`src/sac_pkg.sv`:
```
/*
 constants for the successive-approximation converter control block.
 assumes a single 125 MHz clock domain and a plain register port.
*/
package sac_pkg;
  // register byte addresses on the plain port
  localparam logic [15:0] ADDR_MODE = 16'hFF80;
  localparam logic [15:0] ADDR_RESULT = 16'hFF81;
  localparam logic [15:0] ADDR_PIN_SEL = 16'hFF84;
  localparam logic [15:0] ADDR_EDGE_MODE = 16'hFF8C;
  localparam logic [15:0] ADDR_OSC_DIV = 16'hFF8D;
  // reset values
  localparam logic [7:0] MODE_RESET = 8'h01;
  localparam logic [7:0] PIN_SEL_RESET = 8'h00;
  localparam logic [7:0] EDGE_MODE_RESET = 8'h00;
  localparam logic OSC_DIV_RESET = 1'b0;
  // mode register fields
  localparam int MODE_RUN_BIT = 7;
  localparam int MODE_HW_TRIG_BIT = 6;
  localparam int MODE_TIME_HI_BIT = 5;
  localparam int MODE_TIME_LO_BIT = 4;
  localparam int MODE_CH_MSB = 3;
  localparam int MODE_CH_LSB = 1;
  localparam int MODE_SPEED_BIT = 0;
  // trigger edge field in the edge mode register
  localparam int EDGE_MSB = 1;
  localparam int EDGE_LSB = 0;
  localparam logic [1:0] EDGE_FALL = 2'h0;
  localparam logic [1:0] EDGE_RISE = 2'h1;
  // conversion times in main clock periods, divide bit set
  localparam int CONV_T_001 = 80;
  localparam int CONV_T_011 = 40;
  localparam int CONV_T_100 = 50;
  localparam int CONV_T_101 = 100;
  // one decision per bit
  localparam int RES_BITS = 8;
  localparam int CNT_W = 9;
  typedef enum {SAC_IDLE, SAC_WAIT, SAC_CONV} sac_state_t;
endpackage

```
`src/sac_sync.sv`:
```
/*
 three-stage pin synchroniser; a change is taken once stages two and three agree.
 assumes the pin is asynchronous to ref_clk_i.
*/
`timescale 1ns/100ps
`default_nettype none
module sac_sync (
  // clock and reset
  input wire logic ref_clk_i,
  input wire logic rstn_i,
  // pin and result
  input wire logic pin_i,
  output logic level_o
);
  logic [2:0] stage;

  always_ff @(posedge ref_clk_i or negedge rstn_i) begin
    if (!rstn_i) begin
      stage <= 3'h0;
    end else begin
      stage <= {stage[1:0], pin_i};
    end
  end

  always_ff @(posedge ref_clk_i or negedge rstn_i) begin
    if (!rstn_i) begin
      level_o <= 1'b0;
    end else if (stage[1] == stage[2]) begin
      level_o <= stage[2];
    end
  end
endmodule
`default_nettype wire

```
`src/sac_timebase.sv`:
```
/*
 bit-period divider: pulses once per conversion step for the selected time code.
 assumes code is legal; prohibited codes fall back to the longest step.
*/
`timescale 1ns/100ps
`default_nettype none
module sac_timebase (
  // clock and reset
  input wire logic ref_clk_i,
  input wire logic rstn_i,
  // control
  input wire logic clear_i,
  input wire logic [2:0] code_i,
  input wire logic osc_div_i,
  // step pulse
  output logic step_o
);
  logic [sac_pkg::CNT_W-1:0] count;
  logic [sac_pkg::CNT_W-1:0] period;
  logic [sac_pkg::CNT_W-1:0] base;

  always_comb begin
    case (code_i)
      3'h1: base = sac_pkg::CNT_W'(sac_pkg::CONV_T_001 / sac_pkg::RES_BITS);
      3'h3: base = sac_pkg::CNT_W'(sac_pkg::CONV_T_011 / sac_pkg::RES_BITS);
      3'h4: base = sac_pkg::CNT_W'((sac_pkg::CONV_T_100 + sac_pkg::RES_BITS - 1) / sac_pkg::RES_BITS);
      default: base = sac_pkg::CNT_W'(sac_pkg::CONV_T_101 / sac_pkg::RES_BITS);
    endcase
    // divide bit clear doubles every step
    period = osc_div_i ? base : {base[sac_pkg::CNT_W-2:0], 1'b0};
  end

  assign step_o = (count == period - 1'b1);

  always_ff @(posedge ref_clk_i or negedge rstn_i) begin
    if (!rstn_i) begin
      count <= '0;
    end else if (clear_i || step_o) begin
      count <= '0;
    end else begin
      count <= count + 1'b1;
    end
  end
endmodule
`default_nettype wire

```
`src/sac_top.sv`:
```
/*
 control for an eight-channel 8-bit successive-approximation converter:
 registers, trigger handling, bit sequencing and result latch.
 assumes the analog comparator answers on compare_i for the trial on trial_code_o.
*/
// Implementation choice: the plain strobed port.
`timescale 1ns/100ps
`default_nettype none
// Overview of operation
// eight analog channels are converted bit by bit into an 8-bit result register.
// in hardware-start mode a valid trigger edge begins a conversion.
// in hardware-start mode the converter stops after one conversion until the next edge.
// in software-start mode conversions repeat back to back on the chosen channel.
// every finished conversion raises the done request in either start mode.
// bits are decided from the top down and the whole word is copied to the result after the last bit.
// the result is read as one byte and holds no defined value after reset.
// pins not chosen as analog inputs stay ordinary port pins.
// the mode register resets to 01H and takes byte or single-bit writes.
// mode bits 3 to 1 choose input n for binary n.
// the time code with the divide bit sets the conversion length; other codes are not to be used.
// with trigger select and run both set the converter waits for the trigger.
// any mode write during a conversion aborts it and restarts if run stays set.
// clearing run stops at once and setting it enables conversion.
// the done request is a one-cycle pulse in the cycle the result updates.
// with run clear the sequencer idles and the result is untouched.
module sac_top (
  // clock and reset
  input wire logic ref_clk_i,
  input wire logic rstn_i,
  // register port
  input wire logic [15:0] addr_i,
  input wire logic [7:0] wdata_i,
  input wire logic [7:0] wmask_i,
  input wire logic wr_i,
  input wire logic rd_i,
  output logic [7:0] rdata_o,
  // analog front end
  input wire logic trigger_i,
  input wire logic compare_i,
  output logic [2:0] channel_o,
  output logic [7:0] trial_code_o,
  output logic sample_o,
  output logic [7:0] analog_en_o,
  // port pins
  input wire logic [7:0] port_pin_i,
  input wire logic [7:0] port_out_i,
  input wire logic [7:0] port_dir_out_i,
  output logic [7:0] port_pin_o,
  output logic [7:0] port_pin_oe_n_o,
  output logic [7:0] port_in_o,
  // event
  output logic conversion_done_irq_o
);
  logic [7:0] converter_mode_reg;
  logic [7:0] conversion_result_reg;
  logic [7:0] approximation_reg;
  logic [3:0] analog_pin_select_reg;
  logic [7:0] trigger_edge_mode_reg;
  logic oscillator_divide_bit;
  logic [3:0] bit_idx;
  logic trig_level;
  logic trig_prev;
  logic trig_edge;
  logic step;
  logic mode_wr;
  logic run;
  logic hw_start;
  logic last_step;
  sac_pkg::sac_state_t state;
  sac_pkg::sac_state_t next_state;

  assign mode_wr = wr_i && (addr_i == sac_pkg::ADDR_MODE);
  assign run = converter_mode_reg[sac_pkg::MODE_RUN_BIT];
  assign hw_start = converter_mode_reg[sac_pkg::MODE_HW_TRIG_BIT];

  // mode register, masked write allows single-bit updates
  always_ff @(posedge ref_clk_i or negedge rstn_i) begin
    if (!rstn_i) begin
      converter_mode_reg <= sac_pkg::MODE_RESET;
    end else if (mode_wr) begin
      converter_mode_reg <= (converter_mode_reg & ~wmask_i) | (wdata_i & wmask_i);
    end
  end

  // pin select, edge mode and divide bit take whole bytes
  always_ff @(posedge ref_clk_i or negedge rstn_i) begin
    if (!rstn_i) begin
      analog_pin_select_reg <= sac_pkg::PIN_SEL_RESET[3:0];
      trigger_edge_mode_reg <= sac_pkg::EDGE_MODE_RESET;
      oscillator_divide_bit <= sac_pkg::OSC_DIV_RESET;
    end else if (wr_i) begin
      if (addr_i == sac_pkg::ADDR_PIN_SEL) begin
        analog_pin_select_reg <= wdata_i[3:0];
      end
      if (addr_i == sac_pkg::ADDR_EDGE_MODE) begin
        trigger_edge_mode_reg <= wdata_i;
      end
      if (addr_i == sac_pkg::ADDR_OSC_DIV) begin
        oscillator_divide_bit <= wdata_i[0];
      end
    end
  end

  // read data one cycle after the strobe, zero otherwise
  always_ff @(posedge ref_clk_i or negedge rstn_i) begin
    if (!rstn_i) begin
      rdata_o <= 8'h00;
    end else if (rd_i) begin
      case (addr_i)
        sac_pkg::ADDR_MODE: rdata_o <= converter_mode_reg;
        sac_pkg::ADDR_RESULT: rdata_o <= conversion_result_reg;
        sac_pkg::ADDR_PIN_SEL: rdata_o <= {4'h0, analog_pin_select_reg};
        sac_pkg::ADDR_EDGE_MODE: rdata_o <= trigger_edge_mode_reg;
        sac_pkg::ADDR_OSC_DIV: rdata_o <= {7'h00, oscillator_divide_bit};
        default: rdata_o <= 8'h00;
      endcase
    end else begin
      rdata_o <= 8'h00;
    end
  end

  sac_sync u_trig_sync (
    .ref_clk_i(ref_clk_i),
    .rstn_i(rstn_i),
    .pin_i(trigger_i),
    .level_o(trig_level)
  );

  always_ff @(posedge ref_clk_i or negedge rstn_i) begin
    if (!rstn_i) begin
      trig_prev <= 1'b0;
    end else begin
      trig_prev <= trig_level;
    end
  end

  // edge field: falling, rising, or both
  always_comb begin
    case (trigger_edge_mode_reg[sac_pkg::EDGE_MSB:sac_pkg::EDGE_LSB])
      sac_pkg::EDGE_FALL: trig_edge = trig_prev && !trig_level;
      sac_pkg::EDGE_RISE: trig_edge = !trig_prev && trig_level;
      default: trig_edge = trig_prev != trig_level;
    endcase
  end

  sac_timebase u_timebase (
    .ref_clk_i(ref_clk_i),
    .rstn_i(rstn_i),
    .clear_i(state != sac_pkg::SAC_CONV || mode_wr),
    .code_i({converter_mode_reg[sac_pkg::MODE_TIME_HI_BIT], converter_mode_reg[sac_pkg::MODE_TIME_LO_BIT],
             converter_mode_reg[sac_pkg::MODE_SPEED_BIT]}),
    .osc_div_i(oscillator_divide_bit),
    .step_o(step)
  );

  assign last_step = (state == sac_pkg::SAC_CONV) && step && (bit_idx == 4'h0) && !mode_wr;

  always_comb begin
    next_state = state;
    case (state)
      sac_pkg::SAC_IDLE: begin
        if (run) begin
          next_state = hw_start ? sac_pkg::SAC_WAIT : sac_pkg::SAC_CONV;
        end
      end
      sac_pkg::SAC_WAIT: begin
        if (trig_edge) begin
          next_state = sac_pkg::SAC_CONV;
        end else if (!hw_start) begin
          // switched to software start while waiting: do not hang on the trigger
          next_state = sac_pkg::SAC_CONV;
        end
      end
      sac_pkg::SAC_CONV: begin
        if (last_step && hw_start) begin
          next_state = sac_pkg::SAC_WAIT;
        end
      end
      default: next_state = sac_pkg::SAC_IDLE;
    endcase
    if (!run) begin
      next_state = sac_pkg::SAC_IDLE;
    end else if (mode_wr && state == sac_pkg::SAC_CONV) begin
      next_state = sac_pkg::SAC_IDLE;
    end
  end

  always_ff @(posedge ref_clk_i or negedge rstn_i) begin
    if (!rstn_i) begin
      state <= sac_pkg::SAC_IDLE;
    end else begin
      state <= next_state;
    end
  end

  // approximation from the top bit down; software mode wraps straight on
  always_ff @(posedge ref_clk_i or negedge rstn_i) begin
    if (!rstn_i) begin
      approximation_reg <= 8'h00;
      bit_idx <= 4'h7;
    end else if (state != sac_pkg::SAC_CONV || mode_wr) begin
      approximation_reg <= 8'h00;
      bit_idx <= 4'h7;
    end else if (step && bit_idx == 4'h0) begin
      // word goes to the result now; the next conversion must not see stale low bits
      approximation_reg <= 8'h00;
      bit_idx <= 4'h7;
    end else if (step) begin
      approximation_reg[bit_idx[2:0]] <= compare_i;
      bit_idx <= bit_idx - 4'h1;
    end
  end

  assign trial_code_o = approximation_reg | (8'h01 << bit_idx[2:0]);
  assign sample_o = (state == sac_pkg::SAC_CONV) && (bit_idx == 4'h7);
  assign channel_o = converter_mode_reg[sac_pkg::MODE_CH_MSB:sac_pkg::MODE_CH_LSB];

  // result has no reset value
  always_ff @(posedge ref_clk_i) begin
    if (last_step) begin
      conversion_result_reg <= {approximation_reg[7:1], compare_i};
    end
  end

  always_ff @(posedge ref_clk_i or negedge rstn_i) begin
    if (!rstn_i) begin
      conversion_done_irq_o <= 1'b0;
    end else begin
      conversion_done_irq_o <= last_step;
    end
  end

  // analog or port use per pin
  genvar g;
  generate
    for (g = 0; g < 8; g = g + 1) begin : g_pin
      logic is_analog;
      assign is_analog = (analog_pin_select_reg > 4'(g));
      assign analog_en_o[g] = is_analog;
      assign port_pin_o[g] = port_out_i[g];
      assign port_pin_oe_n_o[g] = !(port_dir_out_i[g] && !is_analog);
      assign port_in_o[g] = is_analog ? 1'b0 : port_pin_i[g];
    end
  endgenerate
endmodule
`default_nettype wire

```
`config.mk`:
```
export PLATFORM = sky130hd
export DESIGN_NAME = sac_top
export DESIGN_NICKNAME = d
export VERILOG_FILES = /design/src/sac_pkg.sv /design/src/sac_sync.sv /design/src/sac_timebase.sv /design/src/sac_top.sv
export SDC_FILE = /design/constraint.sdc
export NUM_CORES = 1
export LEC_CHECK = 0
export BUFFER_PORTS_ARGS = -buffer_cell sky130_fd_sc_hd__buf_2
export CAP_MARGIN = 25
export CORE_UTILIZATION = 35
export DETAILED_ROUTE_END_ITERATION = 6
export PLACE_DENSITY = 0.6
export SLEW_MARGIN = 0
export SYNTH_ARGS = -nofsm -noshare
export SYNTH_HDL_FRONTEND = slang
export SYNTH_HIERARCHICAL = 1
export SYNTH_SLANG_ARGS = --single-unit
```
`constraint.sdc`:
```
create_clock -name ref_clk_i -period 7.6 [get_ports ref_clk_i]
set_input_delay 0.76 -clock ref_clk_i [delete_from_list [all_inputs] [get_ports ref_clk_i]]
set_output_delay 0.76 -clock ref_clk_i [all_outputs]
set_load 0.01 [all_outputs]
```
==> summary.txt <==
Synthesis
  • Seq/Total Area, Yosys: approximately 45%
  • Flop and latch count out of synthesis: 66
  • Yosys top cell area share: a little over a third
  • Yosys cell types: 66
  • Most common flop cell mapped by yosys: dfrtp_1
  • Synth area leader: dfrtp_1
  • Synth area leaders: dfrtp_1 (36%), mux2_2 (6.5%), edfxtp_1 (6.3%)
  • Netlist Area Pre-Place: about 3800 um2
  • Synth Warn #: 6
  • Async S/R FF share, synth: just under 90%
  • Net Count, Synth: between 400 and 500
  • Number of flops mapped to enable cells by yosys: 8
  • Count leader, synth: dfrtp_1
  • Syn Inst Count: between 300 and 400
  • Syn Area/Cell: roughly 10 um2
  • Top post-synthesis cells by count: dfrtp_1 (54), mux2_2 (22), nand2_1 (22), nor2_1 (22), buf_4 (20)

CTS
  • Num Clock Sinks: 66
  • Post-CTS resize count: 0
  • Post-CTS setup repair buffer count: 0
  • Clk buf depth: 2
  • Clock-pin slew on the worst setup and hold paths: approximately 0.070 ns
  • CTS tree: built
  • Num CTS Buffers: 9
  • CTS root buffer: clkbuf_8
  • Hold_buf cts: 0
  • Clock Latency Late Sink: between 0.3 and 0.4 ns
  • H-tree depth: 3

GRT
  • Global-route wire length before repair: around 14000 um
  • Initial antenna violation count: 0
  • Total track usage: 15.5%
  • Total gr overflow: 0
  • Vias in the first global route: roughly 2700
  • Largest net degree at the start of global routing: 59

Timing
  • Final hold viol count: 0
  • Final setup TNS: 0 ns
  • Final WS setup: between 3 and 4 ns
  • Max_slew headroom: between 40% and 50%
  • Tmin final: roughly 4.4 ns
  • Slew at the pin with the worst max-slew slack: 0.776 ns
  • Fin. max-slew vios: 0
  • Fmax: between 200 and 250 MHz
  • RSZ-0062 raised after global routing: false
  • Worst clock skew: about 0.0052 ns
  • Worst hold slack: around 0.35 ns
  • Final Setup Violations: 0
  • Tcrit/Tclk final: between 50% and 60%

Final layout
  • # nets final: just over 500
  • Fin cells: between 500 and 600
  • Footprint of the multi-input gates: around 1800 um2
  • Filler instances: 1032
  • Finished Cell Area: 4450 um2
  • Storage cell area: 1700 um2
  • Layout cell share with drive strength beyond 1: a little over a third
  • Area delta synth->final: 17.0%
  • Layout Utilization: 42.7%
  • ANT cells: 0

Setup path
  • Largest stage delay on the critical path: ~0.76 ns
  • Capturing point of the worst reg2reg path: approximation_reg[4]
  • CP endpoint kind: flip-flop
  • Critical-path cell list: and2b_1, mux2_4, or2_2, ha_1, xor2_1, nand4_1, a221oi_4, and2_1, nor4bb_1, clkbuf_2, o21ai_0, a22oi_1, nor2_1
  • WS Path Type: flip-flop to flip-flop
  • Worst-path fanout max: 19
  • R2R cell count: 13
  • Crit-path slowest cell: nor4bb_1
  • Crit path arrival time: about 4.6 ns
  • Crit path max-delay family: simple AND/OR/NAND/NOR gates
  • Startpoint types: flip-flop
  • CP Buf/Inv Count: 1
  • Worst endpoint required time: a little under 8 ns
  • Flop2flop setup slack: 3.23 ns

Place
  • Half-perimeter wire length after placement: around 6100 um
  • Port Buffers: just under 100
  • Routability cong.: about 0.8
  • Dpl cells: between 500 and 600
  • Cell Area, Placed: approximately 4300 um2
  • Pre-CTS setup slack: ~2.9 ns

Pwr
  • Seq pwr share: between 50% and 60%
  • P_sw: 0.146 mW
  • Worst VDD drop: 0.0614 mV
  • Comb power frac: roughly 6.2%
  • Sw frac: a little over a fifth
  • PwrDens: between 150 and 200 nW/um2
  • Clock Power Share: about 40%
  • Pint: around 0.54 mW
  • Power consumption: ~0.68 mW
  • Leakage: approximately 2.2 nW

Routing
  • First drt pass iteration count: 4
  • DRT iter0 DRCs: 81
  • Routed WL per cell: about 14 um
  • Antenna Nets Post-Route: 0
  • Drt total wl: just over 8000 um
  • DR vias: about 2900
  • Vias/cell: between 5 and 6
  • # DRC: 0

Min path
  • Hold path cells: 0
  • Worst min-delay path category: flip-flop to flip-flop
  • Critical hold path startpoint: u_trig_sync/stage[0]
  • Hold EP: u_trig_sync/stage[1]

Floorplan
  • IO Pins: roughly 120
  • Die Span X: 106 um
  • Die area: 11300 um2
  • Core Box Area: 10400 um2
  • Initial core utilization: a little over a third
  • Row cnt: 37
  • Die height: 106 um

Flow run
  • Max cap viols: 0

Run status
  • Status: finished, final reports clean
[layout by cell type, fill, tap and decap left out, types with 5 or more instances in the layout]
| cell | instances |
|---|---|
| nor3_1 | 10 |
| nand2_1 | 22 |
| a22oi_1 | 13 |
| clkbuf_8 | 10 |
| buf_2 | 98 |
| and2_1 | 10 |
| o21ai_0 | 11 |
| inv_1 | 15 |
| a21o_1 | 8 |
| ha_1 | 10 |
| dfrtp_1 | 54 |
| xnor2_1 | 8 |
| a211oi_1 | 6 |
| nand2b_1 | 6 |
| mux2_2 | 22 |
| mux2_4 | 5 |
| a21oi_1 | 7 |
| edfxtp_1 | 8 |
| nand3_1 | 11 |
| nor2_1 | 22 |
[cell families after synthesis]
family	Yosys count	synth area share [%]
simple gates	123	19.0
buf+inv	52	7.44
other cells	1	0.0987
compound gates	68	13.3
fa+ha+maj	11	3.59
xor+xnor	12	2.77
flops	66	44.7
mux	29	9.12
[power groups by stage]
| stage | clock, mW | sequential [mW] | combinational, mW |
|---|---|---|---|
| CTS | 0.292 | 0.360 | 0.0435 |
| global placement | 0 | 0.366 | 0.0427 |
| detailed placement | 0 | 0.367 | 0.0433 |
| floorplan | 0 | 0.366 | 0.0203 |
| finish | 0.281 | 0.360 | 0.0426 |
| global route | 0.307 | 0.360 | 0.0477 |
[layer usage]
layer	GRT usage (%)	routed length (um)	share of wire [%]
met4	5.75	59	0.71
met3	2.94	431	5.2
met5	0	0	0
met1	21.3	3940	47
met2	24.3	3870	47
[how the worst max path moves through the flow]
stage | cells after the start | to | slack [ns]
final | 13 | approximation_reg[4] | 3.23
after global routing | 13 | approximation_reg[7] | 2.84
after CTS | 12 | approximation_reg[2] | 2.93
after detailed placement | 12 | approximation_reg[2] | 2.92
after global placement | 12 | approximation_reg[2] | 3.14
after floorplan | 14 | approximation_reg[2] | 3.94
[layout make-up]
type,instances,share of cell area (%)
Tap cell,136,3.83
Multi-Input combinational cell,244,40.9
Clock inverter,3,0.901
Inverter,16,1.35
Timing Repair Buffer,101,11.5
Clock buffer,13,3.35
Sequential cell,66,38.2
No activity file was read; power rests on OpenSTA's default activity.
